<file path="config.mk">
export PLATFORM = sky130hd
export DESIGN_NAME = csc_sideband
export DESIGN_NICKNAME = d
export VERILOG_FILES = /design/src/verilog/csc_pkg.sv /design/src/verilog/csc_sideband.sv
export SDC_FILE = /design/constraint.sdc
export NUM_CORES = 1
export LEC_CHECK = 0
export BUFFER_PORTS_ARGS = -buffer_cell sky130_fd_sc_hd__buf_2
export CORE_MARGIN = 4
export CORE_UTILIZATION = 61
export DETAILED_ROUTE_END_ITERATION = 8
export MAX_ROUTING_LAYER = met4
export PLACE_DENSITY = 0.84
export SLEW_MARGIN = 10
export SYNTH_ARGS = -nofsm -noshare
export SYNTH_HDL_FRONTEND = slang
export SYNTH_SLANG_ARGS = --single-unit
</file>
<file path="constraint.sdc">
create_clock -name mclk_in -period 4.2 [get_ports mclk_in]
set_input_delay 0.21 -clock mclk_in [delete_from_list [all_inputs] [get_ports mclk_in]]
set_output_delay 0.21 -clock mclk_in [all_outputs]
set_load 0.01 [all_outputs]
</file>
<file path="src/verilog/csc_pkg.sv">
// Constants, carriers and state codes for the processor sideband control block
package csc_pkg;

    // Register bus widths
    localparam int ADDR_W = 16;
    localparam int DATA_W = 8;

    // Register offsets (I/O addresses)
    localparam logic [15:0] SYS_PORT_ADDR  = 16'h0092;
    localparam logic [15:0] FPU_CLR_ADDR   = 16'h00f0;
    localparam logic [15:0] FPU_CTRL_ADDR  = 16'h00f4;
    localparam logic [15:0] STATUS_ADDR    = 16'h00f5;
    localparam logic [15:0] RST_CTRL_ADDR  = 16'h0cf9;

    // Field positions
    localparam int SYS_INIT_BIT     = 0;
    localparam int SYS_FAST_ADDR20_BIT_BIT = 1;
    localparam int RC_SYS_RST_BIT   = 1;
    localparam int RC_CPU_RST_BIT   = 2;
    localparam int FPU_EN_BIT       = 0;
    localparam int ST_CPU_RST_BIT   = 0;
    localparam int ST_INIT_BIT      = 1;
    localparam int ST_IGNORE_BIT    = 2;
    localparam int ST_FPU_IRQ_BIT   = 3;
    localparam int ST_STRAP_BIT     = 4;

    // Reset values
    localparam logic [7:0] SYS_PORT_RST = 8'h00;
    localparam logic [7:0] RST_CTRL_RST = 8'h00;
    localparam logic [7:0] FPU_CTRL_RST = 8'h01;
    localparam logic [7:0] RDATA_RST    = 8'h00;

    // Timing
    localparam int CLK_MHZ     = 125;
    localparam int CPU_RST_MS  = 2;
    localparam int CPU_RST_CYC = CPU_RST_MS * CLK_MHZ * 1000;
    localparam int INIT_CYC    = 64;

    // Register bus request
    typedef struct packed {
        logic [15:0] addr;
        logic [7:0]  wdata;
        logic        wr;
        logic        rd;
    } csc_bus_t;

    // Pins from outside the clock domain
    typedef struct packed {
        logic power_good;
        logic addr20_gate;
        logic fpu_error_n;
        logic kbc_reset_request_n;
        logic processor_type_strap;
    } csc_pins_t;

    localparam csc_pins_t PINS_IDLE = 5'h06;

    // Processor reset sequencer
    typedef enum logic [2:0] {
        RS_WAIT_PG = 3'h1,
        RS_HOLD    = 3'h2,
        RS_RUN     = 3'h4
    } csc_rst_state_t;

endpackage

</file>
<file path="src/verilog/csc_sideband.sv">
// Processor sideband control: address-20 mask, processor reset, init, FPU error
// Function
// - Address-20 mask output follows fast address-20 bit and gate input.
// - Processor reset asserted at power-up and on hard reset request.
// - Processor reset held at least 2 ms after power good goes active.
// - Hard reset through reset control register holds reset at least 2 ms.
// - Processor reset release happens on a rising clock edge.
// - Hard reset request returns the port registers, init pulse and ignore flag to defaults.
// - Strap picks reset and init polarity: high newer, low older family.
// - FPU error input raises the internal FPU interrupt line.
// - Ignore output driven only while FPU error reporting is enabled.
// - FPU clear write during error asserts ignore until error negates.
// - Ignore never asserted unless the FPU error input is active.
// - System reset bit 0 and reset-processor 0 to 1 starts init.
// - Shutdown special cycle starts init.
// - Keyboard controller reset request starts init.
// - System control port write with bit 0 set starts init.
// - Each init pulse lasts 64 clock cycles unless a hard reset request cuts it short.
// - Processor interrupt output signals a pending interrupt request.
// - Processor interrupt output low during and after reset.
// - Open-drain mask and ignore outputs float during reset; after reset ignore floats and mask pulls low.
//
// Local design decision: the strobed register port.
`timescale 1ns/1ps
module csc_sideband #(
    parameter int RST_CYCLES = csc_pkg::CPU_RST_CYC,
    parameter int INIT_CYCLES = csc_pkg::INIT_CYC
) (
    // Clock and reset
    input  wire logic              mclk_in,
    input  wire logic              reset_n_in,
    // Register port
    input  wire csc_pkg::csc_bus_t bus_in,
    output logic [7:0]             rdata_out,
    // Asynchronous pins
    input  wire csc_pkg::csc_pins_t pins_in,
    // Same-clock events
    input  wire logic              shutdown_cycle_in,
    input  wire logic              irq_pending_in,
    // Processor controls
    output logic                   processor_reset_out,
    output logic                   init_out,
    output logic                   processor_irq_out,
    output logic                   fpu_irq_line_out,
    // Open-drain pins
    output logic                   addr20_mask_out,
    output logic                   addr20_mask_oe_out,
    output logic                   ignore_fpu_error_out,
    output logic                   ignore_fpu_error_oe_out
);

    localparam int CNT_W = $clog2(RST_CYCLES + 1);
    localparam int ICNT_W = $clog2(INIT_CYCLES + 1);
    localparam logic [CNT_W-1:0] RST_LAST = CNT_W'(RST_CYCLES - 1);
    localparam logic [ICNT_W-1:0] INIT_LAST = ICNT_W'(INIT_CYCLES - 1);

    function automatic logic hit(input csc_pkg::csc_bus_t b, input logic [15:0] a);
        hit = (b.addr == a);
    endfunction

    // Pin synchronisers
    csc_pkg::csc_pins_t sync1;
    csc_pkg::csc_pins_t sync2;
    csc_pkg::csc_pins_t sync3;
    csc_pkg::csc_pins_t filt;

    always_ff @(posedge mclk_in) begin
        if (!reset_n_in) begin
            sync1 <= csc_pkg::PINS_IDLE;
            sync2 <= csc_pkg::PINS_IDLE;
            sync3 <= csc_pkg::PINS_IDLE;
        end else begin
            sync1 <= pins_in;
            sync2 <= sync1;
            sync3 <= sync2;
        end
    end

    // A change only counts once two stages agree, which rejects a glitch on one edge
    genvar gi;
    generate
        for (gi = 0; gi < 5; gi++) begin : g_filt
            always_ff @(posedge mclk_in) begin
                if (!reset_n_in) begin
                    filt[gi] <= csc_pkg::PINS_IDLE[gi];
                end else if (sync2[gi] == sync3[gi]) begin
                    filt[gi] <= sync3[gi];
                end
            end
        end
    endgenerate

    logic err_act;
    logic gate_act;
    assign err_act = !filt.fpu_error_n;
    assign gate_act = filt.addr20_gate;

    // Strap is followed through the filter, so polarity settles a few cycles after reset release
    logic strap_taken;
    logic strap_newer;

    always_ff @(posedge mclk_in) begin
        if (!reset_n_in) begin
            strap_taken <= 1'b0;
            strap_newer <= 1'b0;
        end else begin
            strap_taken <= 1'b1;
            strap_newer <= filt.processor_type_strap;
        end
    end

    // Register decode
    logic wr_sys;
    logic wr_rc;
    logic wr_fctl;
    logic wr_fclr;
    assign wr_sys = bus_in.wr && hit(bus_in, csc_pkg::SYS_PORT_ADDR);
    assign wr_rc = bus_in.wr && hit(bus_in, csc_pkg::RST_CTRL_ADDR);
    assign wr_fctl = bus_in.wr && hit(bus_in, csc_pkg::FPU_CTRL_ADDR);
    assign wr_fclr = bus_in.wr && hit(bus_in, csc_pkg::FPU_CLR_ADDR);

    logic [7:0] sys_port;
    logic [7:0] rst_ctrl;
    logic [7:0] fpu_ctrl;
    logic       hard_req;
    logic       regs_rst;
    logic       cpu_rise;
    logic       soft_rc;
    logic       next_hard_req;

    assign cpu_rise = wr_rc && bus_in.wdata[csc_pkg::RC_CPU_RST_BIT]
                      && !rst_ctrl[csc_pkg::RC_CPU_RST_BIT];
    assign soft_rc = cpu_rise && !bus_in.wdata[csc_pkg::RC_SYS_RST_BIT];
    assign next_hard_req = cpu_rise && bus_in.wdata[csc_pkg::RC_SYS_RST_BIT];
    // Hard reset clears every soft register, the same as a bus reset
    assign regs_rst = !reset_n_in || hard_req;

    always_ff @(posedge mclk_in) begin
        if (!reset_n_in) begin
            hard_req <= 1'b0;
        end else begin
            hard_req <= next_hard_req;
        end
    end

    always_ff @(posedge mclk_in) begin
        if (regs_rst) begin
            sys_port <= csc_pkg::SYS_PORT_RST;
            rst_ctrl <= csc_pkg::RST_CTRL_RST;
            fpu_ctrl <= csc_pkg::FPU_CTRL_RST;
        end else begin
            if (wr_sys) begin
                sys_port <= bus_in.wdata;
            end
            if (wr_rc) begin
                rst_ctrl <= bus_in.wdata;
            end
            if (wr_fctl) begin
                fpu_ctrl <= bus_in.wdata;
            end
        end
    end

    logic fpu_en;
    logic fast_addr20_bit;
    assign fpu_en = fpu_ctrl[csc_pkg::FPU_EN_BIT];
    assign fast_addr20_bit = sys_port[csc_pkg::SYS_FAST_ADDR20_BIT_BIT];

    // Processor reset sequencer
    csc_pkg::csc_rst_state_t rs_state;
    logic [CNT_W-1:0]        rs_cnt;
    logic                    cpu_rst_act;

    always_ff @(posedge mclk_in) begin
        if (!reset_n_in) begin
            rs_state <= csc_pkg::RS_WAIT_PG;
            rs_cnt <= '0;
        end else begin
            case (rs_state)
                csc_pkg::RS_WAIT_PG: begin
                    rs_cnt <= '0;
                    if (filt.power_good) begin
                        rs_state <= csc_pkg::RS_HOLD;
                    end
                end
                csc_pkg::RS_HOLD: begin
                    if (!filt.power_good) begin
                        rs_state <= csc_pkg::RS_WAIT_PG;
                        rs_cnt <= '0;
                    end else if (rs_cnt == RST_LAST) begin
                        rs_state <= csc_pkg::RS_RUN;
                        rs_cnt <= '0;
                    end else begin
                        rs_cnt <= rs_cnt + CNT_W'(1);
                    end
                end
                csc_pkg::RS_RUN: begin
                    rs_cnt <= '0;
                    if (!filt.power_good) begin
                        rs_state <= csc_pkg::RS_WAIT_PG;
                    end else if (hard_req) begin
                        rs_state <= csc_pkg::RS_HOLD;
                    end
                end
                default: begin
                    rs_state <= csc_pkg::RS_WAIT_PG;
                    rs_cnt <= '0;
                end
            endcase
        end
    end

    assign cpu_rst_act = (rs_state != csc_pkg::RS_RUN);

    // Init pulse generator
    logic              kbc_prev;
    logic              kbc_fall;
    logic              init_trig;
    logic              init_act;
    logic [ICNT_W-1:0] init_cnt;

    always_ff @(posedge mclk_in) begin
        if (!reset_n_in) begin
            kbc_prev <= 1'b1;
        end else begin
            kbc_prev <= filt.kbc_reset_request_n;
        end
    end

    assign kbc_fall = kbc_prev && !filt.kbc_reset_request_n;
    assign init_trig = soft_rc || shutdown_cycle_in || kbc_fall
                       || (wr_sys && bus_in.wdata[csc_pkg::SYS_INIT_BIT]);

    // A trigger during a pulse is dropped, so only a hard reset request cuts the pulse short
    always_ff @(posedge mclk_in) begin
        if (regs_rst) begin
            init_act <= 1'b0;
            init_cnt <= '0;
        end else if (!init_act) begin
            init_cnt <= '0;
            if (init_trig) begin
                init_act <= 1'b1;
            end
        end else if (init_cnt == INIT_LAST) begin
            init_act <= 1'b0;
            init_cnt <= '0;
        end else begin
            init_cnt <= init_cnt + ICNT_W'(1);
        end
    end

    // Ignore-exception flag
    logic ign_flag;

    always_ff @(posedge mclk_in) begin
        if (regs_rst) begin
            ign_flag <= 1'b0;
        end else if (!err_act) begin
            ign_flag <= 1'b0;
        end else if (wr_fclr && fpu_en) begin
            ign_flag <= 1'b1;
        end
    end

    // Output flops; polarity of reset and init follows the strap
    always_ff @(posedge mclk_in) begin
        if (!reset_n_in) begin
            processor_reset_out <= 1'b1;
            init_out <= 1'b0;
        end else begin
            processor_reset_out <= cpu_rst_act ^ strap_newer;
            init_out <= init_act ^ strap_newer;
        end
    end

    always_ff @(posedge mclk_in) begin
        if (!reset_n_in) begin
            processor_irq_out <= 1'b0;
            fpu_irq_line_out <= 1'b0;
        end else begin
            processor_irq_out <= irq_pending_in;
            fpu_irq_line_out <= err_act;
        end
    end

    // Open-drain pins only ever pull low, so the data flops stay at zero
    always_ff @(posedge mclk_in) begin
        if (!reset_n_in) begin
            addr20_mask_out <= 1'b0;
            addr20_mask_oe_out <= 1'b0;
            ignore_fpu_error_out <= 1'b0;
            ignore_fpu_error_oe_out <= 1'b0;
        end else begin
            addr20_mask_out <= 1'b0;
            addr20_mask_oe_out <= !fast_addr20_bit && !gate_act;
            ignore_fpu_error_out <= 1'b0;
            ignore_fpu_error_oe_out <= ign_flag && fpu_en && err_act;
        end
    end

    // Read data, one cycle after the strobe
    logic [7:0] status;
    always_comb begin
        status = 8'h00;
        status[csc_pkg::ST_CPU_RST_BIT] = cpu_rst_act;
        status[csc_pkg::ST_INIT_BIT] = init_act;
        status[csc_pkg::ST_IGNORE_BIT] = ign_flag;
        status[csc_pkg::ST_FPU_IRQ_BIT] = err_act;
        status[csc_pkg::ST_STRAP_BIT] = strap_newer;
    end

    always_ff @(posedge mclk_in) begin
        if (!reset_n_in) begin
            rdata_out <= csc_pkg::RDATA_RST;
        end else if (bus_in.rd) begin
            if (hit(bus_in, csc_pkg::SYS_PORT_ADDR)) begin
                rdata_out <= sys_port;
            end else if (hit(bus_in, csc_pkg::RST_CTRL_ADDR)) begin
                rdata_out <= rst_ctrl;
            end else if (hit(bus_in, csc_pkg::FPU_CTRL_ADDR)) begin
                rdata_out <= fpu_ctrl;
            end else if (hit(bus_in, csc_pkg::STATUS_ADDR)) begin
                rdata_out <= status;
            end else begin
                rdata_out <= 8'h00;
            end
        end else begin
            rdata_out <= 8'h00;
        end
    end
endmodule

</file>
Word-level counts from Yosys, hierarchy flattened
Cells that the tools add are included.
{"block": "op_classes", "n_addsub": 2, "n_eq_ne": 19, "mux": 13, "bitwise": 6, "n_reduce_logical": 30}
{"op": "$eq A16 B8 Y1 const B", "count": 4}
{"op": "$mux W8", "count": 3}
{"op": "$add A18 B1 Y18 const B", "count": 1}
{"op": "$eq A18 B18 Y1 const B", "count": 1}
{"op": "$eq A16 B12 Y1 const B", "count": 1}
{"op": "$mux W3", "count": 5}
{"op": "$logic_and A1 B1 Y1", "count": 14}
{"op": "$ne A3 B3 Y1 const B", "count": 3}
{"op": "$pmux W3 S3", "count": 1}
{"op": "$add A7 B1 Y7 const B", "count": 1}
{"op": "$eq A7 B6 Y1 const B", "count": 1}
{"op": "$logic_not A1 Y1", "count": 7}
{"op": "$eq A1 B1 Y1", "count": 5}
{"op": "$mux W5", "count": 1}
{"op": "$logic_or A1 B1 Y1", "count": 4}
{"op": "$not A1 Y1", "count": 4}
{"op": "$reduce_or A4 Y1", "count": 1}
{"op": "$eq A3 B1 Y1 const B", "count": 1}
{"op": "$eq A3 B2 Y1 const B", "count": 1}
{"op": "$eq A3 B3 Y1 const B", "count": 1}
{"op": "$mux W1", "count": 3}
{"op": "$reduce_and A3 Y1", "count": 1}
{"op": "$reduce_or A3 Y1", "count": 1}
{"op": "$ne A2 B2 Y1 const B", "count": 1}
{"op": "3 further kinds", "count": 4}
{"block": "totals", "register_bits": 91, "input_bits": 35}

Longest topological paths before layout
Gate-level depths: netlist of run 1.
{"block": "logic_depth", "ltp_word": 10, "depth_mapped": 7, "ltp_nobuf": 5}

Least setup slack after synthesis of run 1
No wires, ideal clock.
{"block": "synth_path", "path_type": "reg-to-reg", "startpoint": "reg rs_cnt[0]", "endpoint": "reg rs_cnt[16]", "arrival_time_ns": 1.605, "required_ns": 4.130, "slack_ns": 2.525, "stages_incl_launch_ff": 6, "path_buffers": 0, "path_cell_list": "dfxtp_1 > ha_1 > nand4_1 > or2_1 > or4_1 > a21oi_1"}
{"block": "synth_between", "elab_chain_len": 2, "word_cells_on_any_way": 3, "classes_between": "add/sub (1); eq/ne (1); reduce/logical (1)"}
{"item": "from (decl)", "line_no": "csc_sideband.sv:171", "rtl": "logic [CNT_W-1:0] rs_cnt;"}
{"item": "from (signal assigned)", "line_no": "csc_sideband.sv:194", "rtl": "rs_cnt <= rs_cnt + CNT_W'(1);"}
{"item": "branches (longest 2 deep; another with $add A18 B1 Y18)"}
Parallel ways; which one is timed is not known.
A chain may end at the register's enable or synchronous reset.

Worst setup path in the final report of run 1
{"block": "layout_path", "startpoint": "reg init_cnt[0]", "endpoint": "reg init_act"}
{"block": "layout_between", "elab_chain_len": 3}
{"item": "from (decl)", "line_no": "csc_sideband.sv:220", "rtl": "logic [ICNT_W-1:0] init_cnt;"}
{"item": "from (signal assigned)", "line_no": "csc_sideband.sv:248", "rtl": "init_cnt <= init_cnt + ICNT_W'(1);"}
{"item": "$eq A7 B6 Y1", "line_no": "csc_sideband.sv:244", "rtl": "end else if (init_cnt == INIT_LAST) begin"}
{"item": "$mux W1", "line_no": "csc_sideband.sv:244"}
{"item": "$mux W1", "line_no": "csc_sideband.sv:239", "rtl": "end else if (!init_act) begin"}
{"item": "to (signal assigned)", "line_no": "csc_sideband.sv:237", "rtl": "init_act <= 1'b0;"}
{"item": "to (signal assigned)", "line_no": "csc_sideband.sv:242", "rtl": "init_act <= 1'b1;"}
{"item": "to (signal assigned)", "line_no": "csc_sideband.sv:245", "rtl": "init_act <= 1'b0;"}
{"item": "to (decl)", "line_no": "csc_sideband.sv:219", "rtl": "logic init_act;"}
Every way passes these cells.

==> results of run 1 <==
==> power by group through the flow <==
stage               clock network [mW]  registers, mW  logic [mW]
global route                     0.766          0.876      0.0676
finish                           0.720          0.875      0.0614
CTS                              0.728          0.875      0.0610
detailed placement                   0          0.895      0.0608
floorplan                            0          0.895      0.0321
global placement                     0          0.895      0.0594
==> sequential cells by signal, summed over array words and instances, names as in the netlist, 3 cells and up <==
| name | flops |
|---|---|
| init_cnt | 7 |
| rdata_out | 8 |
| rs_state | 3 |
| sync2 | 5 |
| sync1 | 5 |
| rs_cnt | 18 |
| filt | 4 |
| sys_port | 8 |
| rst_ctrl | 8 |
| sync3 | 5 |
| fpu_ctrl | 8 |
==> worst max-delay path by stage <==
| stage | start | endpoint | depth (start not counted) |
|---|---|---|---|
| floorplan | rs_cnt[0] | rs_cnt[16] | 5 |
| global placement | bus_in[19] | init_act | 5 |
| detailed placement | bus_in[19] | init_act | 5 |
| CTS | init_cnt[0] | init_act | 5 |
| global route | bus_in[19] | init_act | 5 |
| finish | init_cnt[0] | init_act | 5 |
==> cell usage after synthesis, types with 4 or more instances <==
master	count	share of area (%)
dfxtp_1	91	49
a21oi_1	38	5.1
o21ai_0	37	5.0
nor2_1	30	3.0
nand3_1	28	3.8
nand2_1	17	1.7
and2_1	15	2.5
inv_1	14	1.4
clkbuf_1	12	1.2
xor2_1	11	2.6
and4_1	9	2.1
xnor2_1	9	2.1
a22oi_1	8	1.6
nand2b_1	8	1.3
or3_1	7	1.2
buf_2	6	0.81
nand4_1	6	1.0
a21boi_0	5	1.0
and3_1	4	0.67
mux2_2	4	1.2
nor2b_1	4	0.67
nor3_1	4	0.54
or4_1	4	0.81
==> layout make-up <==
type	count	area [sq um]	share of cell area, %
Inverter	14	52.6	1.26
Clock inverter	7	121	2.90
Clock buffer	9	124	2.96
Sequential cell	91	1820	43.6
Tap cell	75	93.8	2.24
Multi-Input combinational cell	282	1730	41.3
Timing Repair Buffer	48	240	5.74
==> cell usage in the layout (no fill, tap or decap), types with 7 or more instances in the layout <==
cell / Yosys / layout
a21oi_1: 38 / 38
inv_1: 14 / 14
o21ai_0: 37 / 37
nand3_1: 28 / 28
dfxtp_1: 91 / 91
and2_1: 15 / 15
buf_2: 6 / 48
or3_1: 7 / 7
xor2_1: 11 / 11
clkbuf_8: 0 / 9
a22oi_1: 8 / 8
and4_1: 9 / 9
xnor2_1: 9 / 9
nand2b_1: 8 / 8
nor2_1: 30 / 30
nand2_1: 17 / 17
==> metal layers <==
metal	vias up	routed length, um	GRT usage (%)
met1	1391	3370	27.9
met3	12	514	6.15
met4	0	160	8.06
li1	1517	-	-
met2	122	3450	32.8
met5	-	0	-
==> through the flow <==
stage	total power, mW	hold WS, ns	std cells	area, sq um	util (%)
floorplan	0.927	0.311	410	3730	-
global placement	0.954	0.388	510	3940	66.5
detailed placement	0.956	0.391	510	3940	66.5
CTS	1.66	0.0128	526	4180	70.6
global route	1.71	0.0205	526	4180	70.6
finish	1.66	0.0185	526	4180	70.6
==> kinds of logic after synthesis <==
logic type,Yosys count
AND/OR/NAND/NOR,154
AO/OA/AOI/OAI,100
flip-flops,91
buffers and inverters,37
XOR/XNOR,20
multiplexers,4
adder cells (fa/ha/maj),2
other,1
==> reports/qor.yml, run 1 <==
insertion_delay_ns: 0.36
ant_nets: 0
worst-r2r-setup-slack_ns: 1.96
seqPwrFrac_pct: 52.8
antenna_found_initial: 0
fin_setup_tns_ns: 0
path_clk_slew_ns: 0.09
vdd_drop_max_mv: 0.251
switchingPower_mw: 0.360
track_usage_pct: 21.8
fillers: 480
io_buffers: 48
clk_path_buf_depth: 2
yosys.area_share.adder_pct: 0.672
clkPwrFrac_pct: 43.5
min_path_cells: 2
worstSetupPathType: "reg2reg"
crit_fanout: 5
drt_iter0_drc: 241
dieArea_sq_um: 7420
slowest_stage: "o311ai_0"
core.rowCount: 28
hold_path_class: "in2reg"
cp-end-kind: "flip-flop"
internal_power_mw: 1.30
wirelength_mm: 7.49
synth_flop_cell: "dfxtp_1"
ys_seq_elements: 91
min_delay_worst_endpoint: "sync1[1]"
cp.arrival_ns: 2.44
status: "complete, no violations"
worst_slack_ns: 1.96
syn-mean-instance-area_sq_um: 9.11
syn_inst: 409
setup_viol: 0
synth_compound_area_share_pct: 15.3
die-height_um: 86.1
min_period_ns: 2.24
nNetsFinal: 483
avgViaCountPerCell: 5.78
maxSlewViolCount: 0
clkSinkCount: 91
start_kind: "flip-flop"
cts_root_buf: "clkbuf_8"
ys_seq_area_share_pct: 48.9
wl_per_cell_um: 14.2
max_freq_ghz: 0.446
remaining_drc_errors: 0
synthToLayoutAreaGrowth_pct: 12.3
max_cap_viol_count: 0
critPathBufInv: 0
synth_edf_count: 0
htree_levels: 3
grt_max_degree: 36
vias: 3042
core-area_sq_um: 5920
slew_headroom_pct: 20.3
crit_family: "compound AO/OA/AOI/OAI gates"
grt_pass1_vias: 2743
dr.pass1.iters: 5
cts_tree: "built"
grt_remaining_overflow: 0
drive_above_1_share_pct: 16.2
ff2ff_path_depth: 5
post_cts_resized: 0
muxShareOfSynthArea_pct: 1.21
min_from: "pins_in[1]"
crit_chain: "ha_1, nand3_1, o311ai_0, o311a_1, a221oi_1"
synth-simple-area-share_pct: 24.4
dp_slack_ns: 1.69
ys_warn_count: 0
synth_xor_area_share_pct: 4.70
r2r_start: "init_cnt[0]"
ioPinCount: 51
max_stage_delay_ns: 1.00
finalCritPeriodShare_pct: 53.3
async_flop_share_pct: 0
fin_skew_ns: 0.00698
synth_top_family_by_area: "simple AND/OR/NAND/NOR gates"
die_w_um: 86.1
power_per_cell_area_nw_per_um2: 396
place_congestion: 0.897
comb_power_share_pct: 3.7
dp_hpwl_mm: 5.10
netlist_area_sq_um: 3720
cts_setup_buffers: 0
finalHoldViolCount: 0
rsz0062_at_grt: "false"
tightest_slew_ns: 1.18
leakagePower_nw: 1.55
cts_inserted_buffers: 9
power.share.switching_pct: 21.7
initial_core_util_pct: 62.9
r2r-end: "init_act"
antenna_cells: 0
cts_hold_buffers: 0
synth.distinct_cells: 50
critPathRequiredTime_ns: 4.40
grt_first_pass_wirelength_mm: 12.4
(Power assumes the default switching activity.)
==> inputs of run 2 (changes only) <==
--- a/config.mk
+++ b/config.mk
@@ -7,10 +7,10 @@
 export LEC_CHECK = 0
 export BUFFER_PORTS_ARGS = -buffer_cell sky130_fd_sc_hd__buf_2
 export CORE_MARGIN = 4
-export CORE_UTILIZATION = 61
+export CORE_UTILIZATION = 51
 export DETAILED_ROUTE_END_ITERATION = 8
 export MAX_ROUTING_LAYER = met4
-export PLACE_DENSITY = 0.84
+export PLACE_DENSITY = 0.75
 export SLEW_MARGIN = 10
 export SYNTH_ARGS = -nofsm -noshare
 export SYNTH_HDL_FRONTEND = slang
==> constraint.sdc (replaced) <==
create_clock -name mclk_in -period 1.8 [get_ports mclk_in]
set_input_delay 0.09 -clock mclk_in [delete_from_list [all_inputs] [get_ports mclk_in]]
set_output_delay 0.09 -clock mclk_in [all_outputs]
set_load 0.01 [all_outputs]
==> run 2 against run 1 <==
Against the previous run: wire length grew 4.2%; final cell count increased by 8.6%; first-iteration DRC count shrank 19%; die area rose by 18%; power is 110% higher; worst hold slack got worse by 0.012 ns; clock skew barely moved; largest cell class unchanged.
==> reports/qor.yml, run 2 (synthesis gave the netlist of run 1 again) <==
status: "complete, no violations"  # unchanged
use_met2_pct: 29.5  # was 32.8%
min_period_ns: 1.69  # was 2.24 ns
clk_path_buf_depth: 2  # unchanged
htree_levels: 3  # unchanged
vdd_drop_max_mv: 0.605  # was 0.251 mV
cp-end-kind: "flip-flop"  # unchanged
use_met3_pct: 3.14  # was 6.15%
place_congestion: 0.877  # was 0.897
vias: 3111  # was 3042
seqPwrFrac_pct: 57.7  # was 52.8%
whs_ns: 0.00645  # was 0.0185 ns
core-area_sq_um: 6940  # was 5920 sq um
core.rowCount: 30  # was 28
cts_root_buf: "clkbuf_8"  # unchanged
cts_inserted_buffers: 9  # unchanged
power.share.switching_pct: 25.2  # was 21.7%
power_per_cell_area_nw_per_um2: 807  # was 396 nW/um^2
insertion_delay_ns: 0.36  # about the same
comb_power_share_pct: 4.6  # was 3.7%
regMostFlops: "rs_cnt"  # unchanged
remaining_drc_errors: 0  # unchanged
fillers: 595  # was 480
die-height_um: 93.5  # was 86.1 um
dieArea_sq_um: 8730  # was 7420 sq um
switchingPower_mw: 0.890  # was 0.360 mW
maxSlewViolCount: 0  # unchanged
wl_per_cell_um: 13.7  # was 14.2 um
synthToLayoutAreaGrowth_pct: 17.8  # was 12.3%
worstSetupPathType: "reg2reg"  # unchanged
internal_power_mw: 2.65  # was 1.30 mW
hold_path_class: "in2reg"  # unchanged
leakagePower_nw: 1.63  # was 1.55 nW
crit_chain: "or4b_1, nor4_4, a21o_1, buf_4, nor2_1"  # was ha_1, nand3_1, o311ai_0, o311a_1, a221oi_1
fin_setup_tns_ns: 0  # unchanged
path_clk_slew_ns: 0.10  # was 0.09 ns
dp_slack_ns: 0.0807  # was 1.69 ns
drt_iter0_drc: 196  # was 241
busiest_layer: "met2"  # unchanged
cts_tree: "built"  # unchanged
largest_reg_flops: 18  # unchanged
slowest_stage: "or4b_1"  # was o311ai_0
grt_remaining_overflow: 0  # unchanged
critPathRequiredTime_ns: 2.06  # was 4.40 ns
fin_skew_ns: 0.00664  # was 0.00698 ns
dr.pass1.iters: 5  # unchanged
track_usage_pct: 19.0  # was 21.8%
ant_nets: 0  # unchanged
nNetsFinal: 507  # was 483
die_w_um: 93.5  # was 86.1 um
final_common_cell: "dfxtp_1"  # unchanged
crit_fanout: 10  # was 5
grt_first_pass_wirelength_mm: 12.9  # was 12.4 mm
start_kind: "flip-flop"  # unchanged
max_cap_viol_count: 0  # unchanged
cp.arrival_ns: 1.95  # was 2.44 ns
grtUsageMet1_pct: 24.9  # was 27.9%
grt_max_degree: 34  # was 36
finalCritPeriodShare_pct: 93.7  # was 53.3%
avgViaCountPerCell: 5.45  # was 5.78
dp_hpwl_mm: 5.54  # was 5.10 mm
drive_above_1_share_pct: 18.9  # was 16.2%
wirelength_mm: 7.81  # was 7.49 mm
ioPinCount: 51  # unchanged
antenna_found_initial: 0  # unchanged
dp.cells: 546  # was 510
tightest_slew_ns: 0.559  # was 1.18 ns
critPathBufInv: 1  # was 0
final_cells: 571  # was 526
layout.cells.most_common_list: "dfxtp_1 (90), buf_2 (48), a21oi_1 (38)"  # was dfxtp_1 (91), buf_2 (48), a21oi_1 (38)
max_stage_delay_ns: 0.59  # was 1.00 ns
io_buffers: 48  # unchanged
grt_pass1_vias: 2848  # was 2743
finalHoldViolCount: 0  # unchanged
crit_family: "simple AND/OR/NAND/NOR gates"  # was compound AO/OA/AOI/OAI gates
initial_core_util_pct: 53.6  # was 62.9%
clkPwrFrac_pct: 37.7  # was 43.5%
total_power_mw: 3.54  # was 1.66 mW
clkSinkCount: 91  # unchanged
worst_slack_ns: 0.113  # was 1.96 ns
max_freq_ghz: 0.593  # was 0.446 GHz
rsz0062_at_grt: "false"  # unchanged
antenna_cells: 0  # unchanged
setup_viol: 0  # unchanged
slew_headroom_pct: 62.3  # was 20.3%
## run 2: final cells by class
| class | count | area (sq um) | share of cell area, % |
|---|---|---|---|
| Inverter | 14 | 52.6 | 1.20 |
| Multi-Input combinational cell | 282 | 1740 | 39.7 |
| Clock inverter | 7 | 72.6 | 1.65 |
| Tap cell | 96 | 120 | 2.74 |
| Clock buffer | 9 | 124 | 2.82 |
| Sequential cell | 91 | 1820 | 41.5 |
| Timing Repair Buffer | 72 | 455 | 10.4 |
## run 2: worst paths after layout
kind / startpoint / to / slack (ns) / cells past startpoint
max: rs_cnt[13] / rs_cnt[13] / 0.11 / 5
min: bus_in[2] / fpu_ctrl[0] / 0.006 / 3
max reg2reg: rs_cnt[13] / rs_cnt[13] / 0.11 / 5
min reg2reg: sync1[2] / sync2[2] / 0.42 / 1
## run 2: per-stage QoR
step | utilization (%) | area (sq um)
5_1_grt | 63.2 | 4390
3_3_place_gp | 58.9 | 4090
3_5_place_dp | 58.9 | 4090
4_1_cts | 63.0 | 4380
2_1_floorplan | - | 3730
6_report | 63.2 | 4390
## run 2: tightest hold or removal path, cell delays in order
cell,delay [ns]
buf_2,0.11
nand3_1,0.07
nand3_1,0.07
## run 2: power by group through the flow
stage / Combinational (mW) / Clock [mW] / Sequential [mW]
after floorplan: 0.0748 / 0 / 2.09
after global placement: 0.145 / 0 / 2.09
after detailed placement: 0.149 / 0 / 2.09
after CTS: 0.164 / 1.36 / 2.04
after global routing: 0.183 / 1.45 / 2.04
final: 0.164 / 1.33 / 2.04
## run 2: timing repair
item                                    CTS  global route
endpoints found under the setup margin    0            18
buffers inserted                          0             0
hold buffers                              9             0
hold endpoints to repair                  9             0
gates resized for setup                   0             3
## run 2: metal layers
metal	share of wire (%)	routed length [um]	up-vias
li1	-	-	1563
met1	44	3470	1435
met2	48	3760	105
met3	6.0	470	8
met4	1.4	110	0
met5	0	0	-
